===== src/osic_pkg.sv =====
`default_nettype none
package osic_pkg;
    localparam logic [6:0] SLAVE_ADDR    = 7'h13;
    localparam logic [7:0] REG_FIRST     = 8'h80;
    localparam logic [7:0] REG_LAST      = 8'h90;
    localparam logic [7:0] REG_CMD       = 8'h80;
    localparam logic [7:0] REG_AMB_HI    = 8'h85;
    localparam logic [7:0] REG_AMB_LO    = 8'h86;
    localparam logic [7:0] REG_NEAR_HI   = 8'h87;
    localparam logic [7:0] REG_NEAR_LO   = 8'h88;
    localparam int         NUM_REGS      = 17;
    localparam int         BIT_LOCK      = 7;
    localparam int         BIT_AMB_RDY   = 6;
    localparam int         BIT_NEAR_RDY  = 5;
    localparam int         BIT_AMB_SS    = 4;
    localparam int         BIT_NEAR_SS   = 3;
    localparam int         BIT_AMB_EN    = 2;
    localparam int         BIT_NEAR_EN   = 1;
    localparam int         BIT_SELF_EN   = 0;
    localparam logic [7:0] REG_RESET_VAL = 8'h00;
    localparam logic [3:0] SYNC_DEPTH    = 4'h2;
endpackage
`default_nettype wire


===== src/osic_edge.sv =====
`timescale 1ns/1ps
`default_nettype none
// Two-flop synchroniser with synchronised level and edge pulses
module osic_edge
    import osic_pkg::*;
(
    // Clock and reset
    input  wire logic i_clk,
    input  wire logic i_reset,
    // Pin level in
    input  wire logic i_pin,
    // Synced level and edges
    output logic      o_level,
    output logic      o_rise,
    output logic      o_fall
);
    logic meta_q, meta_d, sync_q, sync_d, last_q, last_d;

    // Next values; first stage feeds only the second
    always_comb begin
        meta_d = i_pin;
        sync_d = meta_q;
        last_d = sync_q;
    end

    // Idle bus is high, so reset to one to avoid a false edge
    always_ff @(posedge i_clk or posedge i_reset) begin
        if (i_reset) begin
            meta_q <= 1'b1;
            sync_q <= 1'b1;
            last_q <= 1'b1;
        end else begin
            meta_q <= meta_d;
            sync_q <= sync_d;
            last_q <= last_d;
        end
    end

    assign o_level = sync_q;
    assign o_rise  = sync_q & ~last_q;
    assign o_fall  = ~sync_q & last_q;
endmodule // osic_edge
`default_nettype wire


===== src/osic_port.sv =====
`timescale 1ns/1ps
`default_nettype none
// Two-wire slave and command register; 250 MHz gives ~73 samples per HS bit
module osic_port
    import osic_pkg::*;
(
    // Clock and reset
    input  wire logic        i_clk,
    input  wire logic        i_reset,
    // Serial bus pins (open drain, oe high pulls low)
    input  wire logic        i_scl,
    input  wire logic        i_sda,
    output logic             o_sda,
    output logic             o_sda_oe,
    // Measurement engine side
    input  wire logic        i_amb_done,
    input  wire logic        i_near_done,
    input  wire logic [7:0]  i_rd_data,
    output logic [7:0]       o_reg_addr,
    output logic [7:0]       o_wr_data,
    output logic             o_wr_stb,
    output logic             o_rd_stb,
    output logic             o_amb_single_shot,
    output logic             o_near_single_shot,
    output logic             o_amb_periodic,
    output logic             o_near_periodic,
    output logic             o_self_timed
);
    typedef enum logic [2:0] {ST_IDLE, ST_ADDR, ST_ADDR_ACK, ST_WRITE, ST_WR_ACK,
                              ST_READ, ST_RD_ACK, ST_START} osic_state_e;

    logic scl, scl_rise, scl_fall, sda, sda_rise, sda_fall;
    logic start, stop;

    osic_edge u_scl (
        .i_clk   (i_clk),
        .i_reset (i_reset),
        .i_pin   (i_scl),
        .o_level (scl),
        .o_rise  (scl_rise),
        .o_fall  (scl_fall)
    );
    osic_edge u_sda (
        .i_clk   (i_clk),
        .i_reset (i_reset),
        .i_pin   (i_sda),
        .o_level (sda),
        .o_rise  (sda_rise),
        .o_fall  (sda_fall)
    );

    // Start and stop are data edges while the clock is high
    assign start = sda_fall & scl;
    assign stop  = sda_rise & scl;

    osic_state_e state_q, state_d;
    logic [7:0]  shift_q, shift_d;
    logic [2:0]  cnt_q, cnt_d;
    logic        rw_q, rw_d;         // Set for a read transfer
    logic        ptr_set_q, ptr_set_d; // Pointer byte already taken
    logic [7:0]  ptr_q, ptr_d;
    logic        drive_q, drive_d;   // Pull sda low
    logic [7:0]  wdat_q, wdat_d;
    logic        wstb_q, wstb_d, rstb_q, rstb_d;
    logic        amb_rdy_q, amb_rdy_d, near_rdy_q, near_rdy_d;
    logic [2:0]  ctl_q, ctl_d;       // Amb enable, near enable, self timed
    logic        amb_ss_q, amb_ss_d, near_ss_q, near_ss_d;
    logic        in_range, amb_clr, near_clr;
    logic [7:0]  cmd_view, rd_byte;

    assign in_range = (ptr_q >= REG_FIRST) && (ptr_q <= REG_LAST);
    // Clear ready on the read of a matching result register
    assign amb_clr  = rstb_q && (ptr_q == REG_AMB_HI || ptr_q == REG_AMB_LO);
    assign near_clr = rstb_q && (ptr_q == REG_NEAR_HI || ptr_q == REG_NEAR_LO);

    // Command register view: lock bit always one
    always_comb begin
        cmd_view               = 8'h00;
        cmd_view[BIT_LOCK]     = 1'b1;
        cmd_view[BIT_AMB_RDY]  = amb_rdy_q;
        cmd_view[BIT_NEAR_RDY] = near_rdy_q;
        cmd_view[BIT_AMB_SS]   = amb_ss_q;
        cmd_view[BIT_NEAR_SS]  = near_ss_q;
        cmd_view[BIT_AMB_EN]   = ctl_q[2];
        cmd_view[BIT_NEAR_EN]  = ctl_q[1];
        cmd_view[BIT_SELF_EN]  = ctl_q[0];
        rd_byte = (ptr_q == REG_CMD) ? cmd_view : (in_range ? i_rd_data : 8'hFF);
    end

    // Protocol and register next-state logic
    always_comb begin
        state_d    = state_q;
        shift_d    = shift_q;
        cnt_d      = cnt_q;
        rw_d       = rw_q;
        ptr_set_d  = ptr_set_q;
        ptr_d      = ptr_q;
        drive_d    = drive_q;
        wdat_d     = wdat_q;
        wstb_d     = 1'b0;
        rstb_d     = 1'b0;
        ctl_d      = ctl_q;
        amb_ss_d   = amb_ss_q;
        near_ss_d  = near_ss_q;
        // Set wins over a clear in the same cycle
        amb_rdy_d  = i_amb_done | (amb_rdy_q & ~amb_clr);
        near_rdy_d = i_near_done | (near_rdy_q & ~near_clr);
        // Single shots self-clear when their result lands
        if (i_amb_done) amb_ss_d = 1'b0;
        if (i_near_done) near_ss_d = 1'b0;
        if (start) begin
            state_d   = ST_START; // The SCL fall after start carries no bit
            cnt_d     = 3'h0;
            drive_d   = 1'b0;
            ptr_set_d = 1'b0;
        end else if (stop) begin
            state_d = ST_IDLE;
            drive_d = 1'b0;
        end else begin
            unique case (state_q)
                ST_IDLE: begin
                    drive_d = 1'b0;
                end
                ST_START: begin
                    if (scl_fall) state_d = ST_ADDR;
                end
                ST_ADDR, ST_WRITE: begin
                    if (scl_rise) begin
                        shift_d = {shift_q[6:0], sda};
                    end
                    if (scl_fall) begin
                        cnt_d = cnt_q + 3'h1;
                        if (cnt_q == 3'h7) begin
                            state_d = (state_q == ST_ADDR) ? ST_ADDR_ACK : ST_WR_ACK;
                            if (state_q == ST_ADDR) begin
                                // Foreign address: stay off the bus
                                if (shift_q[7:1] == SLAVE_ADDR) begin
                                    drive_d = 1'b1;
                                    rw_d    = shift_q[0];
                                end else begin
                                    state_d = ST_IDLE;
                                end
                            end else begin
                                drive_d = 1'b1;
                                if (!ptr_set_q) begin
                                    ptr_d     = shift_q;
                                    ptr_set_d = 1'b1;
                                end else begin
                                    wdat_d = shift_q;
                                    wstb_d = in_range;
                                end
                            end
                        end
                    end
                end
                ST_ADDR_ACK, ST_WR_ACK: begin
                    if (scl_fall) begin
                        cnt_d = 3'h0;
                        if (state_q == ST_ADDR_ACK && rw_q) begin
                            state_d = ST_READ;
                            shift_d = rd_byte;
                            drive_d = ~rd_byte[7];
                            rstb_d  = 1'b1;
                        end else begin
                            state_d = ST_WRITE;
                            drive_d = 1'b0;
                        end
                    end
                end
                ST_READ: begin
                    if (scl_fall) begin
                        cnt_d = cnt_q + 3'h1;
                        if (cnt_q == 3'h7) begin
                            state_d = ST_RD_ACK;
                            drive_d = 1'b0;
                        end else begin
                            drive_d = ~shift_q[3'h6 - cnt_q];
                        end
                    end
                end
                ST_RD_ACK: begin
                    // Master ack continues with the next register
                    if (scl_rise) begin
                        if (sda) begin
                            state_d = ST_IDLE;
                        end else begin
                            ptr_d = ptr_q + 8'h01;
                        end
                    end
                    if (scl_fall && state_d == ST_RD_ACK) begin
                        state_d = ST_READ;
                        cnt_d   = 3'h0;
                        shift_d = rd_byte;
                        drive_d = ~rd_byte[7];
                        rstb_d  = 1'b1;
                    end
                end
            endcase
        end
        // Rstb fires at byte load; advance pointer after a write
        if (wstb_q) begin
            ptr_d = ptr_q + 8'h01;
        end
        // Command register write
        if (wstb_q && ptr_q == REG_CMD) begin
            ctl_d = {wdat_q[BIT_AMB_EN], wdat_q[BIT_NEAR_EN], wdat_q[BIT_SELF_EN]};
            if (!wdat_q[BIT_SELF_EN]) begin
                amb_ss_d  = amb_ss_d | wdat_q[BIT_AMB_SS];
                near_ss_d = near_ss_d | wdat_q[BIT_NEAR_SS];
            end
        end
    end

    // Register everything
    always_ff @(posedge i_clk or posedge i_reset) begin
        if (i_reset) begin
            state_q    <= ST_IDLE;
            shift_q    <= 8'h00;
            cnt_q      <= 3'h0;
            rw_q       <= 1'b0;
            ptr_set_q  <= 1'b0;
            ptr_q      <= REG_FIRST;
            drive_q    <= 1'b0;
            wdat_q     <= 8'h00;
            wstb_q     <= 1'b0;
            rstb_q     <= 1'b0;
            ctl_q      <= 3'h0;
            amb_ss_q   <= 1'b0;
            near_ss_q  <= 1'b0;
            amb_rdy_q  <= 1'b0;
            near_rdy_q <= 1'b0;
        end else begin
            state_q    <= state_d;
            shift_q    <= shift_d;
            cnt_q      <= cnt_d;
            rw_q       <= rw_d;
            ptr_set_q  <= ptr_set_d;
            ptr_q      <= ptr_d;
            drive_q    <= drive_d;
            wdat_q     <= wdat_d;
            wstb_q     <= wstb_d;
            rstb_q     <= rstb_d;
            ctl_q      <= ctl_d;
            amb_ss_q   <= amb_ss_d;
            near_ss_q  <= near_ss_d;
            amb_rdy_q  <= amb_rdy_d;
            near_rdy_q <= near_rdy_d;
        end
    end

    // Outputs; periodic runs only under self-timed mode
    assign o_sda              = 1'b0;
    assign o_sda_oe           = drive_q;
    assign o_reg_addr         = ptr_q;
    assign o_wr_data          = wdat_q;
    assign o_wr_stb           = wstb_q;
    assign o_rd_stb           = rstb_q;
    assign o_amb_single_shot  = amb_ss_q;
    assign o_near_single_shot = near_ss_q;
    assign o_self_timed       = ctl_q[0];
    assign o_amb_periodic     = ctl_q[0] & ctl_q[2];
    assign o_near_periodic    = ctl_q[0] & ctl_q[1];
endmodule // osic_port
`default_nettype wire


===== config.mk =====
export PLATFORM = sky130hd
export DESIGN_NAME = osic_port
export DESIGN_NICKNAME = d
export VERILOG_FILES = /design/src/osic_pkg.sv /design/src/osic_edge.sv /design/src/osic_port.sv
export SDC_FILE = /design/constraint.sdc
export NUM_CORES = 1
export LEC_CHECK = 0
export BUFFER_PORTS_ARGS = -buffer_cell sky130_fd_sc_hd__buf_2
export CAP_MARGIN = 20
export CORE_ASPECT_RATIO = 0.5
export CORE_MARGIN = 2
export CORE_UTILIZATION = 33
export DETAILED_ROUTE_END_ITERATION = 6
export PLACE_DENSITY = 0.49
export SYNTH_ARGS = -nofsm -noshare
export SYNTH_HDL_FRONTEND = slang
export SYNTH_SLANG_ARGS = --single-unit
export TNS_END_PERCENT = 30

===== constraint.sdc =====
create_clock -name i_clk -period 2.8 [get_ports i_clk]
set_clock_uncertainty 0.05 [all_clocks]
set_input_delay 0.56 -clock i_clk [delete_from_list [all_inputs] [get_ports i_clk]]
set_output_delay 0.56 -clock i_clk [all_outputs]
set_load 0.005 [all_outputs]

==> flow_summary.json <==
{
  "drcViolationCount": 0,
  "worstPathMaxFanout": 14,
  "crit_required_ns": 2.93,
  "postCtsSetupBuffers": 0,
  "yosysWarnings": 0,
  "hold_class": "primary input to register",
  "ff2ff_path_depth": 7,
  "wire_per_inst_um": 16.8,
  "synth-seq-cells": 48,
  "rows": 23,
  "tightest_slew_ns": 0.630,
  "switchingPower_w": 0.00113,
  "routed_wl_um": 7380,
  "clock_path_buffers": 2,
  "p_seq_share_pct": 38.5,
  "met3_usage_pct": 3.80,
  "outcome": "completed",
  "syn-cell-area_mm2": 0.00284,
  "cp-start-kind": "register",
  "initial_core_util_pct": 34.8,
  "rsz0062_at_grt": "false",
  "port_buffers": 37,
  "internal_power_w": 0.00181,
  "fillers": 833,
  "num_io_pins": 39,
  "drive_gt1_share_pct": 28.4,
  "cts_sinks": 48,
  "cts_hold_buf": 0,
  "synth-main-ff-cell": "dfrtp_1",
  "grt_use_met1_pct": 24.5,
  "dr.pass1.iters": 5,
  "antenna_found_initial": 0,
  "setup_violations": 0,
  "antenna_cells": 0,
  "synthesis.nets": 310,
  "power.density_mw_per_mm2": 885,
  "core_area_mm2": 0.00817,
  "drtIter0Drc": 159,
  "grtUsageTotal_pct": 16.9,
  "yosys.cell_types.count": 58,
  "grt_busiest_layer": "met2",
  "ff_latch_area_mm2": 0.00121,
  "cts_root_buffer": "clkbuf_16",
  "overflow": 0,
  "final_antenna_net_count": 0,
  "path_class": "register to register",
  "p_comb_share_pct": 34.6,
  "drv_slew": 0,
  "gp_congestion": 0.907,
  "period_share_pct": 83.5,
  "multiInputGateArea_mm2": 0.00149,
  "leakage_nw": 1.52,
  "avgSynthCellArea_um2": 9.79,
  "nets": 347,
  "via_per_inst": 5.25,
  "slew_headroom_pct": 58.0,
  "syn_inst": 290,
  "cts_tree": "built",
  "numCtsBuffers": 5,
  "vias": 2309,
  "fin_crit_ns": 2.34,
  "die_area_mm2": 0.00941,
  "ir_drop_mv": 0.409,
  "cts_resized": 0,
  "grt_max_degree": 49,
  "die_y_um": 69.6,
  "switching_share_pct": 38.4,
  "max_cap_viol_count": 0,
  "timing.setup.tns_ns": 0,
  "clock_latency_ns": 0.30,
  "synth_edf_count": 0,
  "synthArstFlopShare_pct": 100,
  "path_clk_slew_ns": 0.07,
  "finalNonFillerCells": 440,
  "grt_pass1_vias": 2322,
  "grt_pass1_wl_um": 12400,
  "htreeDepth": 2,
  "die_w_um": 135,
  "max_freq_mhz": 428,
  "cp-end-kind": "register",
  "power_frac_clock_pct": 26.9,
  "area_growth_pct": 17.0,
  "post-place-cells": 432,
  "min_delay_path_depth": 1,
  "dp.final_hpwl_um": 5290,
  "cp.arrival_ns": 2.46,
  "yosysSeqAreaShare_pct": 42.6,
  "hold_viol": 0,
  "grt_use_met2_pct": 25.3
}
## cells in the mapped netlist (2+ instances only)
master | instances | area (um2)
dfrtp_1 | 41 | 1030
nand2_1 | 27 | 101
o21ai_0 | 24 | 120
mux2_2 | 21 | 236
nor2_1 | 20 | 75.1
a21oi_1 | 13 | 65.1
inv_1 | 11 | 41.3
nor3_1 | 10 | 50.1
nand3_1 | 9 | 45.0
nand3b_1 | 9 | 67.6
o2bb2ai_1 | 8 | 70.1
buf_2 | 7 | 35.0
dfstp_2 | 7 | 184
ha_1 | 6 | 75.1
nor2b_1 | 6 | 37.5
o22ai_1 | 6 | 37.5
and2_1 | 4 | 25.0
nand2b_1 | 4 | 25.0
a22oi_1 | 3 | 22.5
buf_6 | 3 | 33.8
clkbuf_1 | 3 | 11.3
mux2i_1 | 3 | 30.0
or3_1 | 3 | 18.8
a22o_1 | 2 | 17.5
and3_1 | 2 | 12.5
buf_4 | 2 | 15.0
nand4_1 | 2 | 12.5
o221ai_1 | 2 | 17.5
o31ai_1 | 2 | 15.0
xor2_1 | 2 | 17.5
## metal layers
layer | vias up | routed length [um]
li1 | 1134 | -
met1 | 1103 | 3700
met3 | 8 | 363
met5 | - | 0
met4 | 0 | 78
met2 | 64 | 3240
## cell families after synthesis
group | Yosys count | share of synthesized area [%]
AND/OR/NAND/NOR | 105 | 20.4
XOR/XNOR | 2 | 0.617
adder cells (fa/ha/maj) | 7 | 3.00
multiplexers | 26 | 11.1
flip-flops | 48 | 42.6
AO/OA/AOI/OAI | 74 | 17.2
buffers and inverters | 27 | 4.93
other | 1 | 0.132
## sequential cells by signal, indices dropped and copies added, names as in the netlist, 3 cells and up
| name | flops |
|---|---|
| o_wr_data | 8 |
| shift_q | 8 |
| o_reg_addr | 8 |
| state_q | 3 |
| ctl_q | 3 |
| cnt_q | 3 |
## placed cells by master (no fill, tap or decap), types with 2 or more instances in the layout
cell type,count
dfstp_2,7
nand2_1,27
buf_4,8
a21oi_1,13
inv_2,2
nor2b_1,6
nor3_1,10
a22o_1,2
and3_1,2
nand2b_1,4
ha_1,6
or3_1,3
bufinv_16,2
o22ai_1,6
inv_1,10
o21ai_0,24
a22oi_1,3
mux2i_1,3
and2_1,4
nand4_1,2
o31ai_1,2
nand3b_1,9
mux2_2,21
clkbuf_16,5
xor2_1,2
nor2_1,20
o221ai_1,2
dfrtp_1,41
o2bb2ai_1,8
nand3_1,9
buf_2,37
## worst max-delay path, stage by stage (launching register included)
cell and delay, ns:
dfrtp_1 0.47, inv_1 0.12, ha_1 0.17, nor3b_4 0.54, mux2_2 0.40, o21ai_0 0.25, o2bb2ai_1 0.15, o21ai_0 0.09
## metrics by stage
| step | hold WS (ns) | total power [W] | cell area (um2) | utilization, % | setup WS [ns] |
|---|---|---|---|---|---|
| floorplan | 0.295 | 0.00181 | 2840 | - | 0.735 |
| global placement | 0.297 | 0.00216 | 3130 | 38.3 | 0.531 |
| detailed placement | 0.299 | 0.00216 | 3130 | 38.3 | 0.473 |
| CTS | 0.300 | 0.00297 | 3320 | 40.7 | 0.484 |
| global route | 0.297 | 0.00317 | 3320 | 40.7 | 0.310 |
| finish | 0.307 | 0.00294 | 3320 | 40.7 | 0.462 |
## power groups by stage
stage          Clock (W)  Sequential, W  Combinational (W)
2_1_floorplan          0        0.00101           0.000797
3_3_place_gp           0        0.00114            0.00101
3_5_place_dp           0        0.00114            0.00102
4_1_cts         0.000814        0.00113            0.00103
5_1_grt         0.000845        0.00116            0.00117
6_report        0.000793        0.00113            0.00102
## area by class of cell
class	count	area share, %
multi-input combinational	215	44.8
sequential	48	36.4
timing repair buffer	45	7.38
tap	112	4.22
clock buffer	5	3.76
clock inverter	3	2.07
inverter	12	1.35
## worst paths after layout
kind                          startpoint  slack (ns)             to
max reg2reg                o_reg_addr[0]        0.46     shift_q[6]
max                        o_reg_addr[0]        0.46     shift_q[6]
min in group asynchronous        i_reset        0.37           rw_q
max in group asynchronous        i_reset        1.90       ctl_q[0]
min                                i_scl        0.31   u_scl.meta_q
min reg2reg                 u_sda.meta_q        0.31  u_sda.o_level
(Power assumes the default switching activity.)
